File: src/logic/fpm_pkg.sv
/*
  fpm_pkg: register map, control field positions, reset values, timing
  and carrier types of the program memory access controller.
  assumes an apb slave on pclk and a flash array port outside the block.
*/
package fpm_pkg;
  localparam logic [7:0] fpm_off_ctrl = 8'h00;
  localparam logic [7:0] fpm_off_unlock = 8'h04;
  localparam logic [7:0] fpm_off_latch = 8'h08;
  localparam logic [7:0] fpm_off_ptr = 8'h0c;
  localparam logic [7:0] fpm_off_op = 8'h10;
  localparam logic [7:0] fpm_off_pir = 8'h14;
  localparam logic [7:0] fpm_off_eedata = 8'h18;
  localparam int fpm_b_pgsel = 7;
  localparam int fpm_b_cfgsel = 6;
  localparam int fpm_b_erase = 4;
  localparam int fpm_b_err = 3;
  localparam int fpm_b_write_enable_bit = 2;
  localparam int fpm_b_wr = 1;
  localparam int fpm_b_rd = 0;
  localparam int fpm_b_done = 4;
  localparam logic [7:0] fpm_ctrl_rst = 8'h00;
  localparam logic [7:0] fpm_key1 = 8'h55;
  localparam logic [7:0] fpm_key2 = 8'haa;
  localparam int fpm_blk_bytes = 64;
  localparam int fpm_blk_bits = 6;
  localparam int fpm_ptr_bits = 22;
  localparam int fpm_clk_mhz = 250;
  localparam int fpm_prog_us = 2000;
  localparam int fpm_prog_cycles = fpm_prog_us * fpm_clk_mhz;
  localparam logic [1:0] fpm_tgt_eeprom = 2'd0;
  localparam logic [1:0] fpm_tgt_flash = 2'd1;
  localparam logic [1:0] fpm_tgt_config = 2'd2;
  typedef struct packed {
    logic rd;
    logic wr;
    logic erase;
    logic [1:0] target;
    logic [fpm_ptr_bits-1:0] addr;
  } fpm_req_type;
  typedef enum logic [1:0] {
    fpm_idle = 2'b00,
    fpm_busy = 2'b01,
    fpm_fin = 2'b11
  } fpm_state_type;
endpackage

File: src/logic/fpm_ctrl.sv
/*
  fpm_ctrl: byte access to 16-bit program flash, 64-byte holding block,
  control/status register with self-timed erase and write cycles.
  assumes an apb master on pclk, a flash array answering reads in the
  same cycle and taking a whole block on a write strobe.
*/
// The implementer's own choices: the placing of the registers and register access over APB.
module fpm_ctrl #(
  parameter int prog_cycles = fpm_pkg::fpm_prog_cycles
) (
  // apb
  input wire logic pclk,
  input wire logic presetn,
  input wire logic psel,
  input wire logic penable,
  input wire logic pwrite,
  input wire logic [7:0] paddr,
  input wire logic [31:0] pwdata,
  output logic [31:0] prdata,
  output logic pready,
  output logic pslverr,
  // flash array
  output fpm_pkg::fpm_req_type arr_req,
  output logic [7:0] arr_wblock [fpm_pkg::fpm_blk_bytes],
  input wire logic [15:0] arr_rword,
  input wire logic [7:0] arr_rbyte_ee,
  // core
  output logic fetch_stall
);
  import fpm_pkg::*;

  logic [7:0] ctrl;
  logic [7:0] latch;
  logic [fpm_ptr_bits-1:0] ptr;
  logic [7:0] hold [fpm_blk_bytes];
  logic [7:0] ee_data;
  logic done_flag;
  logic [1:0] unlock;
  logic [31:0] timer;
  fpm_state_type state;
  logic wr_acc;
  logic start_ok;
  logic start_bad;
  logic timer_end;
  logic [7:0] wbyte;

  function automatic logic hit(input logic [7:0] a, input logic [7:0] o);
    return a == o;
  endfunction

  // unmapped offsets answer with an error response
  function automatic logic reg_known(input logic [7:0] a);
    logic known;
    if (a == fpm_off_ctrl) begin
      known = 1'b1;
    end else if (a == fpm_off_unlock) begin
      known = 1'b1;
    end else if (a == fpm_off_latch) begin
      known = 1'b1;
    end else if (a == fpm_off_ptr) begin
      known = 1'b1;
    end else if (a == fpm_off_op) begin
      known = 1'b1;
    end else if (a == fpm_off_pir) begin
      known = 1'b1;
    end else if (a == fpm_off_eedata) begin
      known = 1'b1;
    end else begin
      known = 1'b0;
    end
    return known;
  endfunction

  // configuration space overrides the memory select
  function automatic logic [1:0] mem_target(input logic pg, input logic cfg);
    logic [1:0] t;
    if (cfg) begin
      t = fpm_tgt_config;
    end else if (pg) begin
      t = fpm_tgt_flash;
    end else begin
      t = fpm_tgt_eeprom;
    end
    return t;
  endfunction

  assign wr_acc = psel && penable && pwrite;
  assign wbyte = pwdata[7:0];
  assign pready = 1'b1;
  assign timer_end = state == fpm_busy && timer == 32'h00000000;

  assign start_ok = wr_acc && hit(paddr, fpm_off_ctrl) && wbyte[fpm_b_wr]
    && !ctrl[fpm_b_wr] && ctrl[fpm_b_write_enable_bit] && unlock == 2'd2;
  assign start_bad = wr_acc && hit(paddr, fpm_off_ctrl) && wbyte[fpm_b_wr]
    && !ctrl[fpm_b_wr] && !start_ok;

  // unlock sequence tracker; any other write breaks it
  always_ff @(posedge pclk or negedge presetn) begin
    if (!presetn) begin
      unlock <= 2'd0;
    end else if (wr_acc) begin
      if (hit(paddr, fpm_off_unlock) && wbyte == fpm_key1) begin
        unlock <= 2'd1;
      end else if (hit(paddr, fpm_off_unlock) && wbyte == fpm_key2
                   && unlock == 2'd1) begin
        unlock <= 2'd2;
      end else if (!(hit(paddr, fpm_off_ctrl) && unlock == 2'd2)) begin
        unlock <= 2'd0;
      end else begin
        unlock <= 2'd0;
      end
    end
  end

  // control register, one flop per field; bit 5 is unused and reads zero
  logic sel_pg;
  logic sel_cfg;
  logic erase_en;
  logic err_flag;
  logic write_enable_bit;
  logic wr_busy;
  logic rd_go;
  logic ctrl_wr;

  assign ctrl_wr = wr_acc && hit(paddr, fpm_off_ctrl);
  assign ctrl = {sel_pg, sel_cfg, 1'b0, erase_en, err_flag, write_enable_bit, wr_busy,
    rd_go};

  // keep selects on error
  // frozen mid-cycle too, so the target cannot move under a running cycle
  always_ff @(posedge pclk or negedge presetn) begin
    if (!presetn) begin
      sel_pg <= fpm_ctrl_rst[fpm_b_pgsel];
      sel_cfg <= fpm_ctrl_rst[fpm_b_cfgsel];
    end else if (ctrl_wr && !err_flag && !wr_busy) begin
      sel_pg <= wbyte[fpm_b_pgsel];
      sel_cfg <= wbyte[fpm_b_cfgsel];
    end
  end

  always_ff @(posedge pclk or negedge presetn) begin
    if (!presetn) begin
      erase_en <= fpm_ctrl_rst[fpm_b_erase];
    end else if (timer_end) begin
      erase_en <= 1'b0;
    end else if (ctrl_wr && !wr_busy) begin
      erase_en <= wbyte[fpm_b_erase];
    end
  end

  always_ff @(posedge pclk or negedge presetn) begin
    if (!presetn) begin
      write_enable_bit <= fpm_ctrl_rst[fpm_b_write_enable_bit];
    end else if (ctrl_wr) begin
      write_enable_bit <= wbyte[fpm_b_write_enable_bit];
    end
  end

  // error flag
  // software may write it, but a start or an end of cycle wins
  always_ff @(posedge pclk or negedge presetn) begin
    if (!presetn) begin
      err_flag <= fpm_ctrl_rst[fpm_b_err];
    end else if (start_ok || start_bad) begin
      err_flag <= 1'b1;
    end else if (timer_end) begin
      err_flag <= 1'b0;
    end else if (ctrl_wr) begin
      err_flag <= wbyte[fpm_b_err];
    end
  end

  always_ff @(posedge pclk or negedge presetn) begin
    if (!presetn) begin
      wr_busy <= fpm_ctrl_rst[fpm_b_wr];
    end else if (start_ok) begin
      wr_busy <= 1'b1;
    end else if (timer_end) begin
      wr_busy <= 1'b0;
    end
  end

  always_ff @(posedge pclk or negedge presetn) begin
    if (!presetn) begin
      rd_go <= fpm_ctrl_rst[fpm_b_rd];
    end else if (ctrl_wr && wbyte[fpm_b_rd] && !sel_pg && !sel_cfg) begin
      rd_go <= 1'b1;
    end else begin
      rd_go <= 1'b0;
    end
  end

  // self-timed cycle
  always_ff @(posedge pclk or negedge presetn) begin
    if (!presetn) begin
      state <= fpm_idle;
      timer <= 32'h00000000;
    end else begin
      case (state)
        fpm_idle: begin
          if (start_ok) begin
            state <= fpm_busy;
            timer <= 32'(prog_cycles - 1);
          end
        end
        fpm_busy: begin
          if (timer == 32'h00000000) begin
            state <= fpm_fin;
          end else begin
            timer <= timer - 32'h00000001;
          end
        end
        fpm_fin: begin
          // a start landing in the end cycle must not be lost
          if (start_ok) begin
            state <= fpm_busy;
            timer <= 32'(prog_cycles - 1);
          end else begin
            state <= fpm_idle;
          end
        end
        default: begin
          state <= fpm_idle;
        end
      endcase
    end
  end

  assign fetch_stall = state == fpm_busy && ctrl[fpm_b_pgsel];

  // array request: write or erase pulse on timer end, read pulse from the rd bit
  always_ff @(posedge pclk or negedge presetn) begin
    if (!presetn) begin
      arr_req <= '0;
    end else begin
      arr_req.wr <= timer_end && !ctrl[fpm_b_erase];
      arr_req.erase <= timer_end && ctrl[fpm_b_erase];
      arr_req.rd <= ctrl[fpm_b_rd];
      arr_req.target <= mem_target(ctrl[fpm_b_pgsel], ctrl[fpm_b_cfgsel]);
      arr_req.addr[fpm_ptr_bits-1:fpm_blk_bits] <=
        ptr[fpm_ptr_bits-1:fpm_blk_bits];
      // aligned blocks
      // low bits dropped on the strobe so the array cannot miss the block
      arr_req.addr[fpm_blk_bits-1:0] <= timer_end ? 6'h00 :
        ptr[fpm_blk_bits-1:0];
    end
  end

  // erase is per block only, no bulk command exists
  for (genvar i = 0; i < fpm_blk_bytes; i++) begin : g_hold
    assign arr_wblock[i] = hold[i];
    always_ff @(posedge pclk or negedge presetn) begin
      if (!presetn) begin
        hold[i] <= 8'hff;
      end else if (wr_acc && hit(paddr, fpm_off_op) && wbyte[1]
                   && ptr[fpm_blk_bits-1:0] == 6'(i)) begin
        hold[i] <= latch;
      end
    end
  end

  // table pointer and latch
  always_ff @(posedge pclk or negedge presetn) begin
    if (!presetn) begin
      ptr <= '0;
    end else if (wr_acc && hit(paddr, fpm_off_ptr)) begin
      ptr <= pwdata[fpm_ptr_bits-1:0];
    end
  end

  always_ff @(posedge pclk or negedge presetn) begin
    if (!presetn) begin
      latch <= 8'h00;
    end else if (wr_acc && hit(paddr, fpm_off_latch)) begin
      latch <= wbyte;
    end else if (wr_acc && hit(paddr, fpm_off_op) && wbyte[0]) begin
      latch <= ptr[0] ? arr_rword[15:8] : arr_rword[7:0];
    end
  end

  // eeprom read data captured during the one-cycle read
  always_ff @(posedge pclk or negedge presetn) begin
    if (!presetn) begin
      ee_data <= 8'h00;
    end else if (arr_req.rd) begin
      // taken while the array read strobe stands
      ee_data <= arr_rbyte_ee;
    end
  end

  always_ff @(posedge pclk or negedge presetn) begin
    if (!presetn) begin
      done_flag <= 1'b0;
    end else if (timer_end) begin
      done_flag <= 1'b1;
    end else if (wr_acc && hit(paddr, fpm_off_pir)) begin
      done_flag <= wbyte[fpm_b_done];
    end
  end

  // read mux; unmapped addresses answer with pslverr
  always_ff @(posedge pclk or negedge presetn) begin
    if (!presetn) begin
      prdata <= 32'h00000000;
    end else if (psel && !penable) begin
      if (hit(paddr, fpm_off_ctrl)) begin
        prdata <= {24'h000000, ctrl};
      end else if (hit(paddr, fpm_off_unlock)) begin
        prdata <= 32'h00000000;
      end else if (hit(paddr, fpm_off_latch)) begin
        prdata <= {24'h000000, latch};
      end else if (hit(paddr, fpm_off_ptr)) begin
        prdata <= {10'h000, ptr};
      end else if (hit(paddr, fpm_off_pir)) begin
        prdata <= {27'h0000000, done_flag, 4'h0};
      end else if (hit(paddr, fpm_off_eedata)) begin
        prdata <= {24'h000000, ee_data};
      end else begin
        prdata <= 32'h00000000;
      end
    end
  end

  assign pslverr = psel && penable && !reg_known(paddr);
endmodule

File: config.mk
export PLATFORM = sky130hd
export DESIGN_NAME = fpm_ctrl
export DESIGN_NICKNAME = d
export VERILOG_FILES = /design/src/logic/fpm_pkg.sv /design/src/logic/fpm_ctrl.sv
export SDC_FILE = /design/constraint.sdc
export NUM_CORES = 1
export LEC_CHECK = 0
export ABC_AREA = 1
export BUFFER_PORTS_ARGS = -buffer_cell sky130_fd_sc_hd__buf_2
export CAP_MARGIN = 20
export CORE_ASPECT_RATIO = 0.7
export CORE_MARGIN = 5
export CORE_UTILIZATION = 50
export CTS_CLUSTER_DIAMETER = 100
export DETAILED_ROUTE_END_ITERATION = 8
export PLACE_DENSITY_LB_ADDON = 0.3
export REMOVE_ABC_BUFFERS = 1
export SETUP_SLACK_MARGIN = 0.3
export SYNTH_ARGS = -nofsm -noshare
export SYNTH_HDL_FRONTEND = slang
export SYNTH_SLANG_ARGS = --single-unit
File: constraint.sdc
create_clock -name pclk -period 3.28 [get_ports pclk]
set_clock_uncertainty 0.05 [all_clocks]
set_input_delay 0.164 -clock pclk [delete_from_list [all_inputs] [get_ports pclk]]
set_output_delay 0.164 -clock pclk [all_outputs]
set_load 0.05 [all_outputs]
## Word-level counts from Yosys, hierarchy flattened

Cells that the tools add are included.

| operators by class | value |
|---|---|
| $add $sub $neg | 1 |
| eq/ne operators | 79 |
| mux-type cells | 38 |
| reductions and logical operators | 115 |

Operators with widths:

| kind | number |
|---|---|
| 6-bit == test, second input constant | 32 |
| 32-bit 2-to-1 mux | 6 |
| 6-bit by 5-bit == test with 1-bit output, second input constant | 16 |
| 1-bit logical AND | 93 |
| 32-bit case mux with 2 select lines | 1 |
| 6-bit by 4-bit == test with 1-bit output, second input constant | 8 |
| 8-bit 2-to-1 mux | 5 |
| 32-bit zero test | 1 |
| 32-bit by 1-bit subtractor with 32-bit output, second input constant | 1 |
| 6-bit by 3-bit == test with 1-bit output, second input constant | 4 |
| 8-bit by 5-bit == test with 1-bit output, second input constant | 3 |
| 1-bit 2-to-1 mux | 19 |
| 8-bit by 4-bit == test with 1-bit output, second input constant | 2 |
| 6-bit by 2-bit == test with 1-bit output, second input constant | 2 |
| 2-bit 2-to-1 mux | 5 |
| 2-bit nonzero test | 5 |
| 8-bit by 3-bit == test with 1-bit output, second input constant | 1 |
| 8-bit by 7-bit == test with 1-bit output, second input constant | 1 |
| 8-bit == test, second input constant | 1 |
| 1-bit zero test | 8 |
| 8-bit zero test | 1 |
| 6-bit by 1-bit == test with 1-bit output, second input constant | 1 |
| 6-bit zero test | 1 |
| 6-bit 2-to-1 mux | 1 |
| 11 further kinds | 15 |

| word-level totals | value |
|---|---|
| register bits | 653 |
| input port bits | 69 |
| output and inout bits | 574 |
| logic and storage cells | 317 |

## Logic depth before layout (Yosys ltp)

| depth | value |
|---|---|
| depth in word-level cells | 11 |
| mapped depth | 11 |
| depth with buffers taken out | 11 |

## Worst setup path after synthesis

OpenSTA, ideal clock, no wires.

| timing path | value |
|---|---|
| kind | input -> output |
| start | input port paddr[0] |
| end | output port pslverr |
| data arrival time | 2024 ps |
| required time | 3066 ps |
| setup slack | 1042 ps |
| cell stages on the path | 4 |
| path buffers | 0 |
| cells stage by stage | inv_1 > nand2_1 > nor4_1 > nor4_1 |

| on the way | value |
|---|---|
| cells in the longest elaborated chain, start to end | 10 |
| elaborated cells on any way between the ends | 16 |
| classes of those cells | eq/ne: 6; mux: 7; reduce/logical: 3 |

Ends and longest elaborated chain:

| what | line | source |
|---|---|---|
| start, declared | fpm_ctrl.sv:17 | `input wire logic [7:0] paddr,` |
| 8-bit by 5-bit == test with 1-bit output | fpm_ctrl.sv:66 | `end else if (a == fpm_off_eedata) begin` |
| 1-bit 2-to-1 mux | fpm_ctrl.sv:66 |  |
| 1-bit 2-to-1 mux | fpm_ctrl.sv:64 | `end else if (a == fpm_off_pir) begin` |
| 1-bit 2-to-1 mux | fpm_ctrl.sv:62 | `end else if (a == fpm_off_op) begin` |
| 1-bit 2-to-1 mux | fpm_ctrl.sv:60 | `end else if (a == fpm_off_ptr) begin` |
| 1-bit 2-to-1 mux | fpm_ctrl.sv:58 | `end else if (a == fpm_off_latch) begin` |
| 1-bit 2-to-1 mux | fpm_ctrl.sv:56 | `end else if (a == fpm_off_unlock) begin` |
| 1-bit 2-to-1 mux (*) | fpm_ctrl.sv:54 | `if (a == fpm_off_ctrl) begin` |
| 1-bit zero test (*) | fpm_ctrl.sv:324 | `assign pslverr = psel && penable && !reg_known(paddr);` |
| 1-bit logical AND (*) | fpm_ctrl.sv:324 |  |
| end, declared | fpm_ctrl.sv:21 | `output logic pslverr,` |

Every way passes the cells marked *; elsewhere a longest branch is shown, timed or not.

## Final worst setup path

| timing path | value |
|---|---|
| start | input port paddr[2] |
| end | register latch[2] |

| on the way | value |
|---|---|
| cells in the longest elaborated chain, start to end | 4 |
| elaborated cells on any way between the ends | 7 |
| classes of those cells | eq/ne: 2; mux: 1; reduce/logical: 4 |

Ends and longest elaborated chain:

| what | line | source |
|---|---|---|
| 8-bit by 5-bit == test with 1-bit output | fpm_ctrl.sv:48 | `return a == o;` |
| 1-bit logical AND (2 in a row) | fpm_ctrl.sv:276 | `end else if (wr_acc && hit(paddr, fpm_off_op) && wbyte[0]) begin` |
| 2-bit nonzero test (no source line) | -- |  |
| end signal, assigned | fpm_ctrl.sv:275 | `latch <= wbyte;` |
| end signal, assigned | fpm_ctrl.sv:277 | `latch <= ptr[0] ? arr_rword[15:8] : arr_rword[7:0];` |
| end, declared | fpm_ctrl.sv:33 | `logic [7:0] latch;` |

Several ways; a longest one is shown, not always the timed one.
A chain may end at the register's enable or synchronous reset.

==> run metrics <==
die area 58400 um^2; wirelength, routed 85.2 mm; Synth top area share 0.502; ANT nets after route 0; Worst Tran Pin Value 1.05 ns; number of DRC markers in iteration 0 1755; Max-Cap Viols 0; CP delay by family, top buffers and inverters; total CTS buffers 60; Hold Fails Final Rpt 0; crit end category register; final slew viol count 0; count of different cell masters after synthesis 39; Row Count 71; gr usage total 0.284; wire per inst 20.8 um; Final Power 16000 uW; dominant synthesized flop cell dfstp_2; initial antenna violation count 4; starting density of the core 0.502; CTS Sinks 643; Crit Reg-Reg Startpoint timer[0]$_DFFE_PN0P_; via count 21938; GPL Wtd Cong 0.947; dominant cells by area after synthesis dfstp_2 (50%), dfrtp_1 (12%), nand2_1 (11%); RSZ-0062 raised after global routing no; Max clock buf depth 3; Min-Delay Startpoint paddr[1]; drc violations 0; area of placed instances 30200 um^2; cells after synthesis 2687; Buf+Inv Stages, Crit Path 4; Setup WS post-layout 0.510 ns; slowest cell on the critical path dlygate4sd3_1; pin count of the biggest net entering global routing 109; FMAX 361 MHz; Root Buffer clkbuf_16; startpoint types input pin; vias in the first global route 21464; WP data required 3.72 ns; first-pass GRT wire length 130 mm; post-layout util 0.616; critical path cell sequence dlygate4sd3_1, buf_2, nor2_1, nand2_1, nor3b_4, buf_12, nand2_1, o21ai_0, a21oi_1, dlygate4sd3_1; Slew HR 0.301; H-tree depth 2; Tcrit/Tclk final 0.845; Max stage delay on crit path 0.57 ns; Clock Latency Late Sink 0.63 ns; global route overflow 0; ys async rst share 1.00; Yosys reg bits 643; Die Y 204 um; Synth warnings 0; CTS tree yes; area grow syn2layout 22.6%; # IOs 643; sequential area share after synthesis 0.624; IO Port Bufs 621; Synth Cell Area 26800 um^2; post-route cell area 32900 um^2; worst vdd ir 0.406 mV; setup bufs post-CTS 0; Final setup viols 0; CP Data Arrival Time 3.21 ns; pwr/cell area 487 nW/um^2; crit path from paddr[2]; Post-synth EDFFs 0; Core ar. 53400 um^2; Clock Pin Slew Worst Setup and Hold Paths 0.07 ns; Setup CP Type in2reg; TritonRoute pass-1 iters 6; Synth area leader dfstp_2; detailed placer's ending HPWL 58.5 mm; Place WS 0.597 ns; Worst Hold Class in2reg; share of cells above drive strength 1 0.405; status finished clean; Die Width 287 um; Final Critical Period 2.77 ns; NumNets Final 3378; LEAKAGE 0.0147 uW; # fillers 4406; Vias/cell 5.37; CP Max Fanout 37; final hold slack 0.0941 ns; syn_area_per_cell 9.98 um^2
-- worst paths after layout --
path                                               to  slack [ns]  depth (start not counted)
max                              latch[2]$_DFFE_PN0P_        0.51                         10
min in group asynchronous          ptr[3]$_DFFE_PN0P_        0.13                          2
max in group asynchronous  arr_wblock[17]$_DFFE_PN1P_        1.98                          3
max reg2reg                      timer[3]$_DFFE_PN0P_        0.71                         10
min                             done_flag$_DFFE_PN0P_        0.09                          7
min reg2reg                     arr_req[19]$_DFF_PN0_        0.32                          0
-- synth_stat cells, types with 7 or more instances --
| cell | instances |
|---|---|
| a21oi_1 | 21 |
| buf_2 | 19 |
| buf_4 | 13 |
| buf_6 | 54 |
| clkbuf_1 | 72 |
| clkinv_1 | 8 |
| dfrtp_1 | 131 |
| dfstp_2 | 512 |
| inv_1 | 77 |
| mux2_2 | 8 |
| nand2_1 | 807 |
| nand3_1 | 79 |
| nand3_4 | 50 |
| nand4_1 | 14 |
| nor2_1 | 204 |
| o21ai_0 | 162 |
| o21ai_1 | 400 |
| or2_2 | 7 |
-- report_power, final --
| group | switching, uW | total, uW | internal (uW) |
|---|---|---|---|
| registers | 15.5 | 8000 | 7980 |
| clock network | 3140 | 7420 | 4280 |
| logic | 448 | 581 | 133 |
| total | 3610 | 16000 | 12400 |
-- cell families after synthesis --
| group | Yosys count | share of synthesized area |
|---|---|---|
| DFF | 643 | 0.624 |
| other | 2 | 0.000280 |
| muxes | 9 | 0.00373 |
| and+or+nand+nor | 1181 | 0.200 |
| AOI/OAI and AO/OA | 589 | 0.111 |
| xor gates and xnor gates | 9 | 0.00294 |
| buffers and inverters | 249 | 0.0557 |
| adders and majority gates | 5 | 0.00233 |
-- worst min-delay path: cells and delay by family --
| kind | cells | cell delay, ns |
|---|---|---|
| multiplexers | 1 | 0.07 |
| buffers and inverters | 1 | 0.09 |
| AND/OR/NAND/NOR | 5 | 0.40 |
-- per-stage QoR --
step | setup TNS (ns) | std cells
4_1_cts | 0 | 4086
5_1_grt | 0 | 4088
3_3_place_gp | 0 | 3919
3_5_place_dp | 0 | 3919
2_1_floorplan | -2251.85 | 2533
6_report | 0 | 4089
-- layout by cell type, fill, tap and decap left out, types with 2 or more instances in the layout --
master / instances
a21oi_1: 21
buf_12: 17
buf_2: 619
buf_4: 18
bufinv_16: 4
clkbuf_1: 10
clkbuf_16: 64
clkbuf_8: 17
clkinv_2: 11
clkinvlp_4: 3
conb_1: 11
dfrtp_1: 130
dfstp_2: 512
diode_2: 3
dlygate4sd3_1: 53
ha_1: 5
inv_1: 76
inv_2: 9
inv_6: 3
mux2_2: 8
nand2_1: 807
nand2_2: 4
nand3_1: 79
nand3_4: 50
nand4_1: 14
nor2_1: 204
nor3_1: 5
nor4_1: 3
nor4_4: 2
o21ai_0: 162
o21ai_1: 400
o21bai_1: 3
or2_2: 7
xnor2_1: 4
xor2_1: 5
-- metal layers --
layer	wire length, um	global-route usage
met1	35200	0.389
met2	40200	0.455
met5	10	0
met4	2690	0.0899
met3	7110	0.0634
-- repair_timing --
action                     4_1_cts  5_1_grt
setup endpoints to repair        0        3
hold buffers                    53        0
gates resized for setup          0        1
hold endpoints to repair       131        0
-- registers in the layout (all words and copies together) (netlist names), 2 cells and up --
name and cells:
state 2, unlock 2, arr_req 27, arr_wblock 512, prdata 22, ee_data 8
ptr 22, latch 8, timer 32
-- area by class of cell --
type	instances	area (um^2)	area share
diodes	3	7.51	0.000228
clock buffers	91	1870	0.0570
clock inverters	23	270	0.00822
inverters	86	323	0.00982
multi-input cells	1804	8630	0.262
flip-flops and latches	643	16700	0.509
well taps	730	913	0.0278
repair buffers	709	4130	0.126
Note: power is estimated with default switching activity, not from simulation.
